[src/dcr_defines.svh]
`ifndef DCR_DEFINES_SVH
`define DCR_DEFINES_SVH

// ----------------------------------------
// Register indices on the register port
// ----------------------------------------
`define DCR_IDX_CFG2 3'h0
`define DCR_IDX_CFG3 3'h1
`define DCR_IDX_CTRL 3'h2
`define DCR_IDX_IDENT 3'h3
`define DCR_IDX_RCAUSE 3'h4

// ----------------------------------------
// Field positions
// ----------------------------------------
`define DCR_CFG2_PLLDIV_LSB 0
`define DCR_CFG3_USB_PWR_BIT 31
`define DCR_CFG3_USB_ID_BIT 30
`define DCR_CFG3_PIN_ONCE_BIT 29
`define DCR_CFG3_MOD_ONCE_BIT 28
`define DCR_CFG3_RSVD_MSB 27
`define DCR_CFG3_RSVD_LSB 16
`define DCR_CTRL_PIN_LOCK_BIT 13
`define DCR_CTRL_MOD_LOCK_BIT 12
`define DCR_CTRL_TEST_EN_BIT 3
`define DCR_CTRL_TDO_USE_BIT 0
`define DCR_RCAUSE_BO_BIT 1

// ----------------------------------------
// Reset and fixed read values
// ----------------------------------------
`define DCR_CTRL_RST 32'h0000_0009
`define DCR_CTRL_ONES 32'h0000_0006
`define DCR_CTRL_WMASK 32'h0000_0009

// ----------------------------------------
// Timing
// ----------------------------------------
`define DCR_CLK_PERIOD_NS 20
`define DCR_STARTUP_NS 10000

`endif

[src/dcr_pkg.sv]
package dcr_pkg;

    // Register port request, one per cycle
    typedef struct packed {
        logic [2:0] addr;
        logic wr;
        logic rd;
        logic [31:0] wdata;
    } dcr_reg_req_t;

    // Requests from the pin-mapping and module-disable register files
    typedef struct packed {
        logic pin_map_wr;
        logic module_disable_wr;
    } dcr_lock_req_t;

    // Decoded hardware configuration
    typedef struct packed {
        logic [3:0] pll_input_div_ratio;
        logic usb_power_pin_owner;
        logic usb_id_pin_owner;
        logic pin_map_single_change;
        logic module_disable_single_change;
    } dcr_cfg_t;

    typedef enum logic [1:0] {
        DCR_ST_HOLD = 2'b01,
        DCR_ST_RUN = 2'b10
    } dcr_state_t;

endpackage

[src/dcr_top.sv]
`timescale 1ns/100ps
`include "dcr_defines.svh"

// What this block does
// - PLL input divider from config bits 2-0
// - Bit 31 gives bus-power pin to USB
// - Bit 30 gives ID pin to USB
// - Bit 29 makes pin mapping one-shot
// - Bit 28 makes module disable one-shot
// - Hold 16-bit user ID for programmer/test
// - Pin-map lock rejects pin-map writes
// - Module lock rejects module-disable writes
// - Lock changes need the unlock sequence
// - Test port enable bit, resets to one
// - Two-wire test output use, resets one
// - Control unused bits read zero, 2-1 one
// - Read-only revision and identity register
// - Hold execution for regulator start-up delay
// - Apply delay on every resume, sleep too
// - Low supply gives brown-out reset, flag
module dcr_top #(
    parameter logic [3:0] SILICON_REV = 4'h1, // Arbitrary value
    parameter logic [27:0] DEVICE_IDENTITY = 28'h000_0a5a, // Arbitrary value
    parameter int unsigned STARTUP_NS = `DCR_STARTUP_NS,
    parameter int unsigned STARTUP_CYC = (STARTUP_NS + `DCR_CLK_PERIOD_NS - 1) / `DCR_CLK_PERIOD_NS
) (
    input wire logic clk_i,
    input wire logic rst_n_i,
    input wire dcr_pkg::dcr_reg_req_t reg_req_i,
    output logic [31:0] reg_rdata_o,
    output logic reg_rvalid_o,
    input wire logic sys_unlocked_i,
    input wire logic [31:0] nv_cfg2_i,
    input wire logic [31:0] nv_cfg3_i,
    input wire dcr_pkg::dcr_lock_req_t lock_req_i,
    output logic pin_map_wr_accept_o,
    output logic module_disable_wr_accept_o,
    output dcr_pkg::dcr_cfg_t cfg_o,
    output logic [15:0] user_identifier_o,
    output logic test_port_enable_o,
    output logic two_wire_test_out_use_o,
    input wire logic supply_low_i,
    output logic brownout_reset_o,
    input wire logic power_resume_i,
    output logic exec_enable_o
);
    import dcr_pkg::*;

    // ----------------------------------------
    // Decode helpers
    // ----------------------------------------

    // Divider code to ratio; the top two codes jump to 10 and 12
    function automatic logic [3:0] div_ratio(input logic [2:0] sel);
        logic [3:0] r;
        r = 4'h1;
        unique case (sel)
            3'h0: r = 4'h1;
            3'h1: r = 4'h2;
            3'h2: r = 4'h3;
            3'h3: r = 4'h4;
            3'h4: r = 4'h5;
            3'h5: r = 4'h6;
            3'h6: r = 4'ha;
            3'h7: r = 4'hc;
        endcase
        return r;
    endfunction

    function automatic logic hit(input dcr_reg_req_t q, input logic [2:0] idx);
        return q.addr == idx;
    endfunction

    // ----------------------------------------
    // Nonvolatile configuration words
    // ----------------------------------------
    logic cfg_loaded_r;
    logic [31:0] cfg2_r;
    logic [31:0] cfg3_r;

    // Words are caught on the first edge after reset release; a flop
    // under async reset may only take a constant
    always_ff @(posedge clk_i or negedge rst_n_i) begin
        if (!rst_n_i) begin
            cfg_loaded_r <= 1'b0;
        end else begin
            cfg_loaded_r <= 1'b1;
        end
    end

    // No write path reaches these; only programming changes them
    always_ff @(posedge clk_i) begin
        if (!cfg_loaded_r) begin
            cfg2_r <= nv_cfg2_i;
            cfg3_r <= nv_cfg3_i;
        end
    end

    wire [2:0] pll_input_div_sel = cfg2_r[`DCR_CFG2_PLLDIV_LSB +: 3];
    wire usb_power_pin_owner = cfg3_r[`DCR_CFG3_USB_PWR_BIT];
    wire usb_id_pin_owner = cfg3_r[`DCR_CFG3_USB_ID_BIT];
    wire pin_map_single_change = cfg3_r[`DCR_CFG3_PIN_ONCE_BIT];
    wire module_disable_single_change = cfg3_r[`DCR_CFG3_MOD_ONCE_BIT];
    wire [15:0] user_identifier = cfg3_r[15:0];

    // Until the words are loaded, present the safe defaults
    always_ff @(posedge clk_i or negedge rst_n_i) begin
        if (!rst_n_i) begin
            cfg_o <= '0;
            user_identifier_o <= '0;
        end else if (cfg_loaded_r) begin
            cfg_o.pll_input_div_ratio <= div_ratio(pll_input_div_sel);
            cfg_o.usb_power_pin_owner <= usb_power_pin_owner;
            cfg_o.usb_id_pin_owner <= usb_id_pin_owner;
            cfg_o.pin_map_single_change <= pin_map_single_change;
            cfg_o.module_disable_single_change <= module_disable_single_change;
            user_identifier_o <= user_identifier;
        end
    end

    // ----------------------------------------
    // Configuration control register
    // ----------------------------------------
    logic pin_map_lock_r;
    logic module_disable_lock_r;
    logic pin_map_lock_nxt;
    logic module_disable_lock_nxt;
    logic test_port_enable_r;
    logic two_wire_test_out_use_r;

    wire ctrl_wr_w = reg_req_i.wr && hit(reg_req_i, `DCR_IDX_CTRL);
    wire ctrl_lock_wr_w = ctrl_wr_w && sys_unlocked_i;
    wire pin_lock_wdata_w = reg_req_i.wdata[`DCR_CTRL_PIN_LOCK_BIT];
    wire mod_lock_wdata_w = reg_req_i.wdata[`DCR_CTRL_MOD_LOCK_BIT];

    // A one-way lock, once set, refuses to clear until reset
    wire pin_lock_frozen_w = pin_map_single_change && pin_map_lock_r;
    wire mod_lock_frozen_w = module_disable_single_change && module_disable_lock_r;

    // Lock bits move only under the unlock sequence
    always_comb begin
        pin_map_lock_nxt = pin_map_lock_r;
        module_disable_lock_nxt = module_disable_lock_r;
        if (ctrl_lock_wr_w && !pin_lock_frozen_w) begin
            pin_map_lock_nxt = pin_lock_wdata_w;
        end
        if (ctrl_lock_wr_w && !mod_lock_frozen_w) begin
            module_disable_lock_nxt = mod_lock_wdata_w;
        end
    end

    always_ff @(posedge clk_i or negedge rst_n_i) begin
        if (!rst_n_i) begin
            pin_map_lock_r <= 1'(`DCR_CTRL_RST >> `DCR_CTRL_PIN_LOCK_BIT);
            module_disable_lock_r <= 1'(`DCR_CTRL_RST >> `DCR_CTRL_MOD_LOCK_BIT);
        end else begin
            pin_map_lock_r <= pin_map_lock_nxt;
            module_disable_lock_r <= module_disable_lock_nxt;
        end
    end

    // Test port bits need no unlock; both come up set
    always_ff @(posedge clk_i or negedge rst_n_i) begin
        if (!rst_n_i) begin
            test_port_enable_r <= 1'(`DCR_CTRL_RST >> `DCR_CTRL_TEST_EN_BIT);
            two_wire_test_out_use_r <= 1'(`DCR_CTRL_RST >> `DCR_CTRL_TDO_USE_BIT);
        end else if (ctrl_wr_w) begin
            test_port_enable_r <= reg_req_i.wdata[`DCR_CTRL_TEST_EN_BIT];
            two_wire_test_out_use_r <= reg_req_i.wdata[`DCR_CTRL_TDO_USE_BIT];
        end
    end

    assign test_port_enable_o = test_port_enable_r;
    assign two_wire_test_out_use_o = two_wire_test_out_use_r;

    // Handshake gates towards the mapping and disable register files
    assign pin_map_wr_accept_o = lock_req_i.pin_map_wr && !pin_map_lock_r;
    assign module_disable_wr_accept_o = lock_req_i.module_disable_wr && !module_disable_lock_r;

    // ----------------------------------------
    // Brown-out input synchroniser and flag
    // ----------------------------------------
    logic [2:0] bo_sync_r;
    logic bo_level_r;
    logic bo_flag_r;

    // The comparator is asynchronous; the level moves only when the
    // second and third stages agree, which filters single-stage noise
    always_ff @(posedge clk_i or negedge rst_n_i) begin
        if (!rst_n_i) begin
            bo_sync_r <= '0;
            bo_level_r <= 1'b0;
        end else begin
            bo_sync_r <= {bo_sync_r[1:0], supply_low_i};
            if (bo_sync_r[1] == bo_sync_r[2]) begin
                bo_level_r <= bo_sync_r[2];
            end
        end
    end

    wire bo_agree_w = (bo_sync_r[1] == bo_sync_r[2]);
    wire bo_event_w = bo_agree_w && bo_sync_r[2] && !bo_level_r;
    wire rcause_wr_w = reg_req_i.wr && hit(reg_req_i, `DCR_IDX_RCAUSE);

    // Set wins over a software clear in the same cycle
    always_ff @(posedge clk_i or negedge rst_n_i) begin
        if (!rst_n_i) begin
            bo_flag_r <= 1'b0;
            brownout_reset_o <= 1'b0;
        end else begin
            brownout_reset_o <= bo_event_w;
            if (bo_event_w) begin
                bo_flag_r <= 1'b1;
            end else if (rcause_wr_w) begin
                bo_flag_r <= reg_req_i.wdata[`DCR_RCAUSE_BO_BIT];
            end
        end
    end

    // ----------------------------------------
    // Regulator start-up delay
    // ----------------------------------------
    // A brown-out is itself a power-down, so it also rearms the wait
    wire resume_w = power_resume_i || bo_event_w;

    dcr_startup_delay #(
        .DELAY_CYC(STARTUP_CYC)
    ) u_delay (
        .clk_i(clk_i),
        .rst_n_i(rst_n_i),
        .restart_i(resume_w),
        .exec_enable_o(exec_enable_o)
    );

    // ----------------------------------------
    // Read path
    // ----------------------------------------
    wire [31:0] ctrl_rd_w = (32'h0000_0000
        | ({31'h0, pin_map_lock_r} << `DCR_CTRL_PIN_LOCK_BIT)
        | ({31'h0, module_disable_lock_r} << `DCR_CTRL_MOD_LOCK_BIT)
        | ({31'h0, test_port_enable_r} << `DCR_CTRL_TEST_EN_BIT)
        | ({31'h0, two_wire_test_out_use_r} << `DCR_CTRL_TDO_USE_BIT)
        | `DCR_CTRL_ONES);
    wire [31:0] ident_rd_w = {SILICON_REV, DEVICE_IDENTITY};
    wire [31:0] rcause_rd_w = {31'h0, bo_flag_r} << `DCR_RCAUSE_BO_BIT;

    // Unmapped indices read as zero
    wire [31:0] rd_mux_w =
        hit(reg_req_i, `DCR_IDX_CFG2) ? cfg2_r :
        hit(reg_req_i, `DCR_IDX_CFG3) ? cfg3_r :
        hit(reg_req_i, `DCR_IDX_CTRL) ? ctrl_rd_w :
        hit(reg_req_i, `DCR_IDX_IDENT) ? ident_rd_w :
        hit(reg_req_i, `DCR_IDX_RCAUSE) ? rcause_rd_w : 32'h0;

    always_ff @(posedge clk_i or negedge rst_n_i) begin
        if (!rst_n_i) begin
            reg_rdata_o <= '0;
            reg_rvalid_o <= 1'b0;
        end else begin
            reg_rvalid_o <= reg_req_i.rd;
            if (reg_req_i.rd) begin
                reg_rdata_o <= rd_mux_w;
            end
        end
    end

    // ----------------------------------------
    // Checks
    // ----------------------------------------
    AST_DIV_TOP_CODE: assert property (@(posedge clk_i) disable iff (!rst_n_i)
        (cfg_loaded_r && pll_input_div_sel == 3'h7) |=> cfg_o.pll_input_div_ratio == 4'hc)
        else $error("top divider code does not give ratio 12");

    AST_DIV_SIX_CODE: assert property (@(posedge clk_i) disable iff (!rst_n_i)
        (cfg_loaded_r && pll_input_div_sel == 3'h6) |=> cfg_o.pll_input_div_ratio == 4'ha)
        else $error("divider code 6 does not give ratio 10");

    AST_USB_OWNERS: assert property (@(posedge clk_i) disable iff (!rst_n_i)
        cfg_loaded_r |=> (cfg_o.usb_power_pin_owner == cfg3_r[31]) && (cfg_o.usb_id_pin_owner == cfg3_r[30]))
        else $error("USB pin owner does not follow the config word");

    AST_PIN_LOCK_GATE: assert property (@(posedge clk_i) disable iff (!rst_n_i)
        pin_map_lock_r |-> !pin_map_wr_accept_o)
        else $error("pin mapping write accepted while locked");

    AST_MOD_LOCK_GATE: assert property (@(posedge clk_i) disable iff (!rst_n_i)
        (lock_req_i.module_disable_wr && !module_disable_lock_r) |-> module_disable_wr_accept_o)
        else $error("module disable write refused while unlocked");

    AST_LOCK_NEEDS_UNLOCK: assert property (@(posedge clk_i) disable iff (!rst_n_i)
        !(ctrl_wr_w && sys_unlocked_i) |=> $stable(pin_map_lock_r) && $stable(module_disable_lock_r))
        else $error("lock bit moved without the unlock sequence");

    AST_ONE_WAY_STICKS: assert property (@(posedge clk_i) disable iff (!rst_n_i)
        (pin_map_single_change && pin_map_lock_r) |=> pin_map_lock_r [*3])
        else $error("one-way pin mapping lock cleared");

    AST_CTRL_READBACK: assert property (@(posedge clk_i) disable iff (!rst_n_i)
        (reg_req_i.rd && hit(reg_req_i, `DCR_IDX_CTRL))
            |=> reg_rvalid_o && reg_rdata_o[2:1] == 2'b11 && reg_rdata_o[31:14] == 18'h0
                && reg_rdata_o[11:4] == 8'h0)
        else $error("control register unused bits read wrong");

    AST_IDENT_READ: assert property (@(posedge clk_i) disable iff (!rst_n_i)
        (reg_req_i.rd && hit(reg_req_i, `DCR_IDX_IDENT))
            |=> reg_rdata_o == {SILICON_REV, DEVICE_IDENTITY})
        else $error("identity register read wrong value");

    AST_BROWNOUT_FLAG: assert property (@(posedge clk_i) disable iff (!rst_n_i)
        bo_event_w |=> brownout_reset_o && bo_flag_r ##1 !brownout_reset_o)
        else $error("brown-out did not pulse reset and set the flag");

    AST_CFG_FROZEN: assert property (@(posedge clk_i) disable iff (!rst_n_i)
        (cfg_loaded_r && reg_req_i.wr) |=> $stable(cfg3_r) && $stable(cfg2_r))
        else $error("config word changed by a run-time write");

    // A frozen module lock must survive any clearing write
    AST_MOD_ONE_WAY_STICKS: assert property (@(posedge clk_i) disable iff (!rst_n_i)
        (module_disable_single_change && module_disable_lock_r) |=> module_disable_lock_r)
        else $error("one-way module disable lock cleared");

    // Test port bits follow every control write, unlocked or not
    AST_TEST_BITS_WRITE: assert property (@(posedge clk_i) disable iff (!rst_n_i)
        ctrl_wr_w |=> test_port_enable_o == $past(reg_req_i.wdata[`DCR_CTRL_TEST_EN_BIT])
            && two_wire_test_out_use_o == $past(reg_req_i.wdata[`DCR_CTRL_TDO_USE_BIT]))
        else $error("test port bits did not take the written value");

    AST_USER_ID_OUT: assert property (@(posedge clk_i) disable iff (!rst_n_i)
        cfg_loaded_r |=> user_identifier_o == cfg3_r[15:0])
        else $error("user identifier output does not follow the config word");

    // The six low codes are a plain one-step ladder
    AST_DIV_LOW_CODES: assert property (@(posedge clk_i) disable iff (!rst_n_i)
        (cfg_loaded_r && pll_input_div_sel < 3'h6) |=> cfg_o.pll_input_div_ratio == {1'b0, pll_input_div_sel} + 4'h1)
        else $error("low divider code gives the wrong ratio");

endmodule // dcr_top

[src/dcr_startup_delay.sv]
`timescale 1ns/100ps
`include "dcr_defines.svh"

module dcr_startup_delay #(
    parameter int unsigned DELAY_CYC = 500
) (
    input wire logic clk_i,
    input wire logic rst_n_i,
    input wire logic restart_i,
    output logic exec_enable_o
);
    import dcr_pkg::*;

    localparam int CW = $clog2(DELAY_CYC + 1);

    dcr_state_t state_r;
    dcr_state_t state_nxt;
    logic [CW-1:0] cnt_r;
    logic [CW-1:0] cnt_nxt;
    wire done_w = (cnt_r == CW'(DELAY_CYC - 1));

    // ----------------------------------------
    // Hold execution until the regulator has settled
    // ----------------------------------------
    always_comb begin
        state_nxt = state_r;
        cnt_nxt = cnt_r;
        unique case (state_r)
            DCR_ST_HOLD: begin
                cnt_nxt = cnt_r + CW'(1);
                if (done_w) begin
                    state_nxt = DCR_ST_RUN;
                end
            end
            DCR_ST_RUN: begin
                cnt_nxt = '0;
            end
            default: begin
                state_nxt = DCR_ST_HOLD;
                cnt_nxt = '0;
            end
        endcase
        // Any resume from power-down starts the wait over
        if (restart_i) begin
            state_nxt = DCR_ST_HOLD;
            cnt_nxt = '0;
        end
    end

    always_ff @(posedge clk_i or negedge rst_n_i) begin
        if (!rst_n_i) begin
            state_r <= DCR_ST_HOLD;
            cnt_r <= '0;
        end else begin
            state_r <= state_nxt;
            cnt_r <= cnt_nxt;
        end
    end

    // Registered so the enable never glitches
    always_ff @(posedge clk_i or negedge rst_n_i) begin
        if (!rst_n_i) begin
            exec_enable_o <= 1'b0;
        end else begin
            exec_enable_o <= (state_nxt == DCR_ST_RUN);
        end
    end

    AST_RESTART_HOLDS: assert property (@(posedge clk_i) disable iff (!rst_n_i)
        restart_i |=> !exec_enable_o [*2])
        else $error("execution enabled too soon after a resume");

endmodule // dcr_startup_delay

[config.mk]
export PLATFORM = sky130hd
export DESIGN_NAME = dcr_top
export DESIGN_NICKNAME = d
export VERILOG_FILES = /design/src/dcr_pkg.sv /design/src/dcr_top.sv /design/src/dcr_startup_delay.sv
export VERILOG_INCLUDE_DIRS = /design/src
export SDC_FILE = /design/constraint.sdc
export NUM_CORES = 1
export LEC_CHECK = 0
export BUFFER_PORTS_ARGS = -buffer_cell sky130_fd_sc_hd__buf_2
export CORE_MARGIN = 1
export CORE_UTILIZATION = 50
export CTS_CLUSTER_SIZE = 16
export DETAILED_ROUTE_END_ITERATION = 8
export HOLD_SLACK_MARGIN = 0.08
export PLACE_DENSITY_LB_ADDON = 0.25
export RECOVER_POWER = 25
export SYNTH_ARGS = -nofsm -noshare
export SYNTH_HDL_FRONTEND = slang
export SYNTH_HIERARCHICAL = 1
export SYNTH_SLANG_ARGS = --single-unit
[constraint.sdc]
create_clock -name clk_i -period 2.96 [get_ports clk_i]
set_input_delay 0.296 -clock clk_i [delete_from_list [all_inputs] [get_ports clk_i]]
set_output_delay 0.296 -clock clk_i [all_outputs]
set_load 0.005 [all_outputs]
==> results.yml <==
status:
  result_of_the_run: "finished, violations left"
  failed_checks: "capacitance limit, slew limit"
clocking:
  insertion_delay_ns: 0.53
  tritoncts_num_sinks: 144
  cts.clk_slew.worst_paths_ns: 0.06
  cts_max_path_buffers: 2
  tritoncts: "built"
  cts-buffers-inserted: 17
  cts_resized: 0
  clock-root-buffer: "sky130_fd_sc_hd__clkbuf_8"
  htreeDepth: 4
  post_cts.repair.setup_buffers: 0
timing:
  final-setup-viol-count: 0
  setup_slack_ns: 1.04
  fin_tns_setup_ns: 0
  skew_ns: 0.00726
  post_layout_min_period_ns: 1.92
  max_slew.worst_pin.slew_ns: 1.72
  layout_worst_path_cycle_share: 0.650
  worst_slew_margin_rel: -0.148
  finalMaxSlewViolations: 44
  fin_hold_ws_ns: 0.110
  fmax_mhz: 520
  rsz0062_at_grt: "false"
  finalHoldViolations: 0
synthesis:
  synth_edf_count: 64
  yosysUniqueCellTypes: 49
  synth.top_cell.area_share: 0.348
  ys_async_sr_fraction: 0.556
  synth-seq-cells: 144
  synthesis.yosys.warnings: 6
  syn_inst: 385
  syn_area_um2: 5540
  top_cells_by_area_in_the_synthesized_netlist: "sky130_fd_sc_hd__dfrtp_1 (35%), sky130_fd_sc_hd__edfxtp_1 (35%), sky130_fd_sc_hd__mux2_2 (4.7%), sky130_fd_sc_hd__a32oi_1 (3.3%), sky130_fd_sc_hd__inv_1 (2.8%)"
  synth.largest_area_cell: "sky130_fd_sc_hd__dfrtp_1"
  syn-num-nets: 498
  avgSynthCellArea_um2: 14.4
  ys_seq_area_frac: 0.710
  synth_ff_type: "sky130_fd_sc_hd__dfrtp_1"
power_and_ir_drop:
  power-per-cell-area_nw_per_um2: 643
  clock_power_share: 0.436
  fraction_of_power_consumed_by_sequential_logic: 0.471
  netSwitchingPower_mw: 1.11
  ir_drop_uv: 509
  intPower_mw: 3.82
  comb_power_share: 0.093
  power_switching_share: 0.225
  total_leakage_power_nw: 3.35
floorplanning:
  chipWidth_um: 107
  fp.dieArea_um2: 11500
  floorplan.initialDensity: 0.513
  fp.dieH_um: 107
  rows: 38
  core_region_area_um2: 10800
  design.portCount: 171
global_routing:
  grt_pass1_vias: 4054
  grt_first_pass_wirelength_mm: 20.2
  gr-usage-all-layers: 0.242
  grt_antenna_before_repair: 1
  grt-ovfl-total: 0
  maximum_number_of_pins_on_one_net_before_global_route_repair: 81
placement:
  pre_cts_ws_ns: 1.47
  placement.io_buffers: 143
  dp_cells: 651
  routabilityCongestion: 0.772
  hpwl_mm: 7.67
finish:
  syn_to_final_growth_pct: 38.4
  layoutNonFillerInstCount: 756
  register_area_um2: 3930
  mostFrequentLayoutCells: "sky130_fd_sc_hd__buf_2 (138), sky130_fd_sc_hd__dfrtp_1 (77), sky130_fd_sc_hd__dlygate4sd3_1 (72), sky130_fd_sc_hd__edfxtp_1 (64), sky130_fd_sc_hd__inv_1 (40)"
  fillerInstances: 718
  post_route_cells_drive_above_1_share: 0.345
  layout_commonest_cell: "sky130_fd_sc_hd__buf_2"
  postLayoutCoreUtil: 0.710
  multi_input_area_um2: 1320
  nets: 715
detailed_routing:
  drt-pass1-iter-count: 4
  routed_wirelength_mm: 12.9
  routed-via-count: 3924
  detail_route.drc_violations: 0
  antenna_violating_nets_post_route: 0
  post_drt_wl_per_cell_um: 17.0
  viasPerCell: 5.19
  drt_iter0_drc: 227
flow_run:
  max-cap-violations: 1
setup_path:
  cp-start-kind: "primary input"
  ff2ff_path_depth: 3
  critical_path_arrival_ns: 2.33
  worstPathRequired_ns: 3.37
  timing_worst_setup_path_type: "primary input to register"
  critical_path_peak_fanout: 20
  worstSetupEndpointType: "register"
worst_hold_path:
  min_path_cells: 3
  hold_path_class: "primary input to register"
-- per-layer routing --
layer  track usage  share of wire  wire length (µm)
met5             0              0                 0
met4         0.107          0.021               266
met3        0.0833          0.059               760
met2         0.395           0.51              6530
met1         0.289           0.41              5310
-- critical path, stage by stage --
cell	delay [ns]
sky130_fd_sc_hd__clkbuf_1	0.63
sky130_fd_sc_hd__and4bb_1	0.51
sky130_fd_sc_hd__nand3b_1	0.12
sky130_fd_sc_hd__a32o_1	0.22
sky130_fd_sc_hd__dlygate4sd3_1	0.56
-- through the flow --
step,power [mW],cell area (µm²)
global route,5.12,7660
detailed placement,2.73,6340
finish,4.93,7660
floorplan,2.52,5540
global placement,2.72,6340
CTS,4.97,7670
-- power by group through the flow --
stage,clock network [mW],logic [mW],registers (mW)
after floorplan,0,0.174,2.35
after global placement,0,0.366,2.35
after detailed placement,0,0.377,2.36
after CTS,2.19,0.460,2.32
after global routing,2.27,0.508,2.34
final,2.15,0.459,2.32
-- synth_stat cells (all sizes together), types with 3 or more instances --
| library cell | count |
|---|---|
| nor2b | 6 |
| clkbuf | 6 |
| ha | 5 |
| nor2 | 12 |
| nand3 | 5 |
| o32ai | 4 |
| mux2 | 24 |
| buf | 15 |
| or3 | 5 |
| nand2b | 5 |
| a21oi | 11 |
| nand3b | 4 |
| dfstp | 3 |
| nand2 | 6 |
| inv | 41 |
| o21a | 5 |
| edfxtp | 64 |
| a32oi | 21 |
| o21ai | 33 |
| o22ai | 7 |
| dfrtp | 77 |
-- worst paths after layout --
| kind | startpoint | endpoint | slack [ns] |
|---|---|---|---|
| setup / recovery | reg_req_i[35] | pin_map_lock_r$_DFFE_PN0P_ | 1.04 |
| max in group asynchronous | rst_n_i | reg_rdata_o[30]$_DFFE_PN0P_ | 1.79 |
| hold / removal | reg_req_i[33] | bo_flag_r$_DFFE_PN0P_ | 0.11 |
| setup reg to reg | cfg3_r[28]$_DFFE_PN_ | module_disable_lock_r$_DFFE_PN0P_ | 1.47 |
| hold reg to reg | bo_sync_r[0]$_DFF_PN0_ | bo_sync_r[1]$_DFF_PN0_ | 0.39 |
| min in group asynchronous | rst_n_i | reg_rdata_o[21]$_DFFE_PN0P_ | 0.47 |
-- layout make-up --
type	instances	share of cell area
Tap cell	140	0.0229
Sequential cell	144	0.513
Clock buffer	22	0.0632
Antenna cell	1	0.000327
Clock inverter	10	0.0160
Multi-Input combinational cell	179	0.172
Inverter	41	0.0201
Timing Repair Buffer	219	0.193
-- registers in the layout (all words and copies together) (netlist names), 2 cells and up --
register and count:
cfg2_r 32, cfg3_r 32, reg_rdata_o 32, user_identifier_o 16, u_delay/cnt_r 9, cfg_o 8
bo_sync_r 3, u_delay/state_r 2
-- cells by family after synthesis --
family | share of synthesized area
adder cells (fa/ha/maj) | 0.0113
other | 0.000677
XOR/XNOR | 0.00475
flip-flops | 0.710
multiplexers | 0.0513
AND/OR/NAND/NOR | 0.0594
AO/OA/AOI/OAI | 0.111
buffers and inverters | 0.0518
-- timing repair --
item,CTS,global route
setup endpoints to repair,0,0
hold buffers,72,0
endpoints found under the hold margin,146,0
Power figures use the tool's default switching activity.
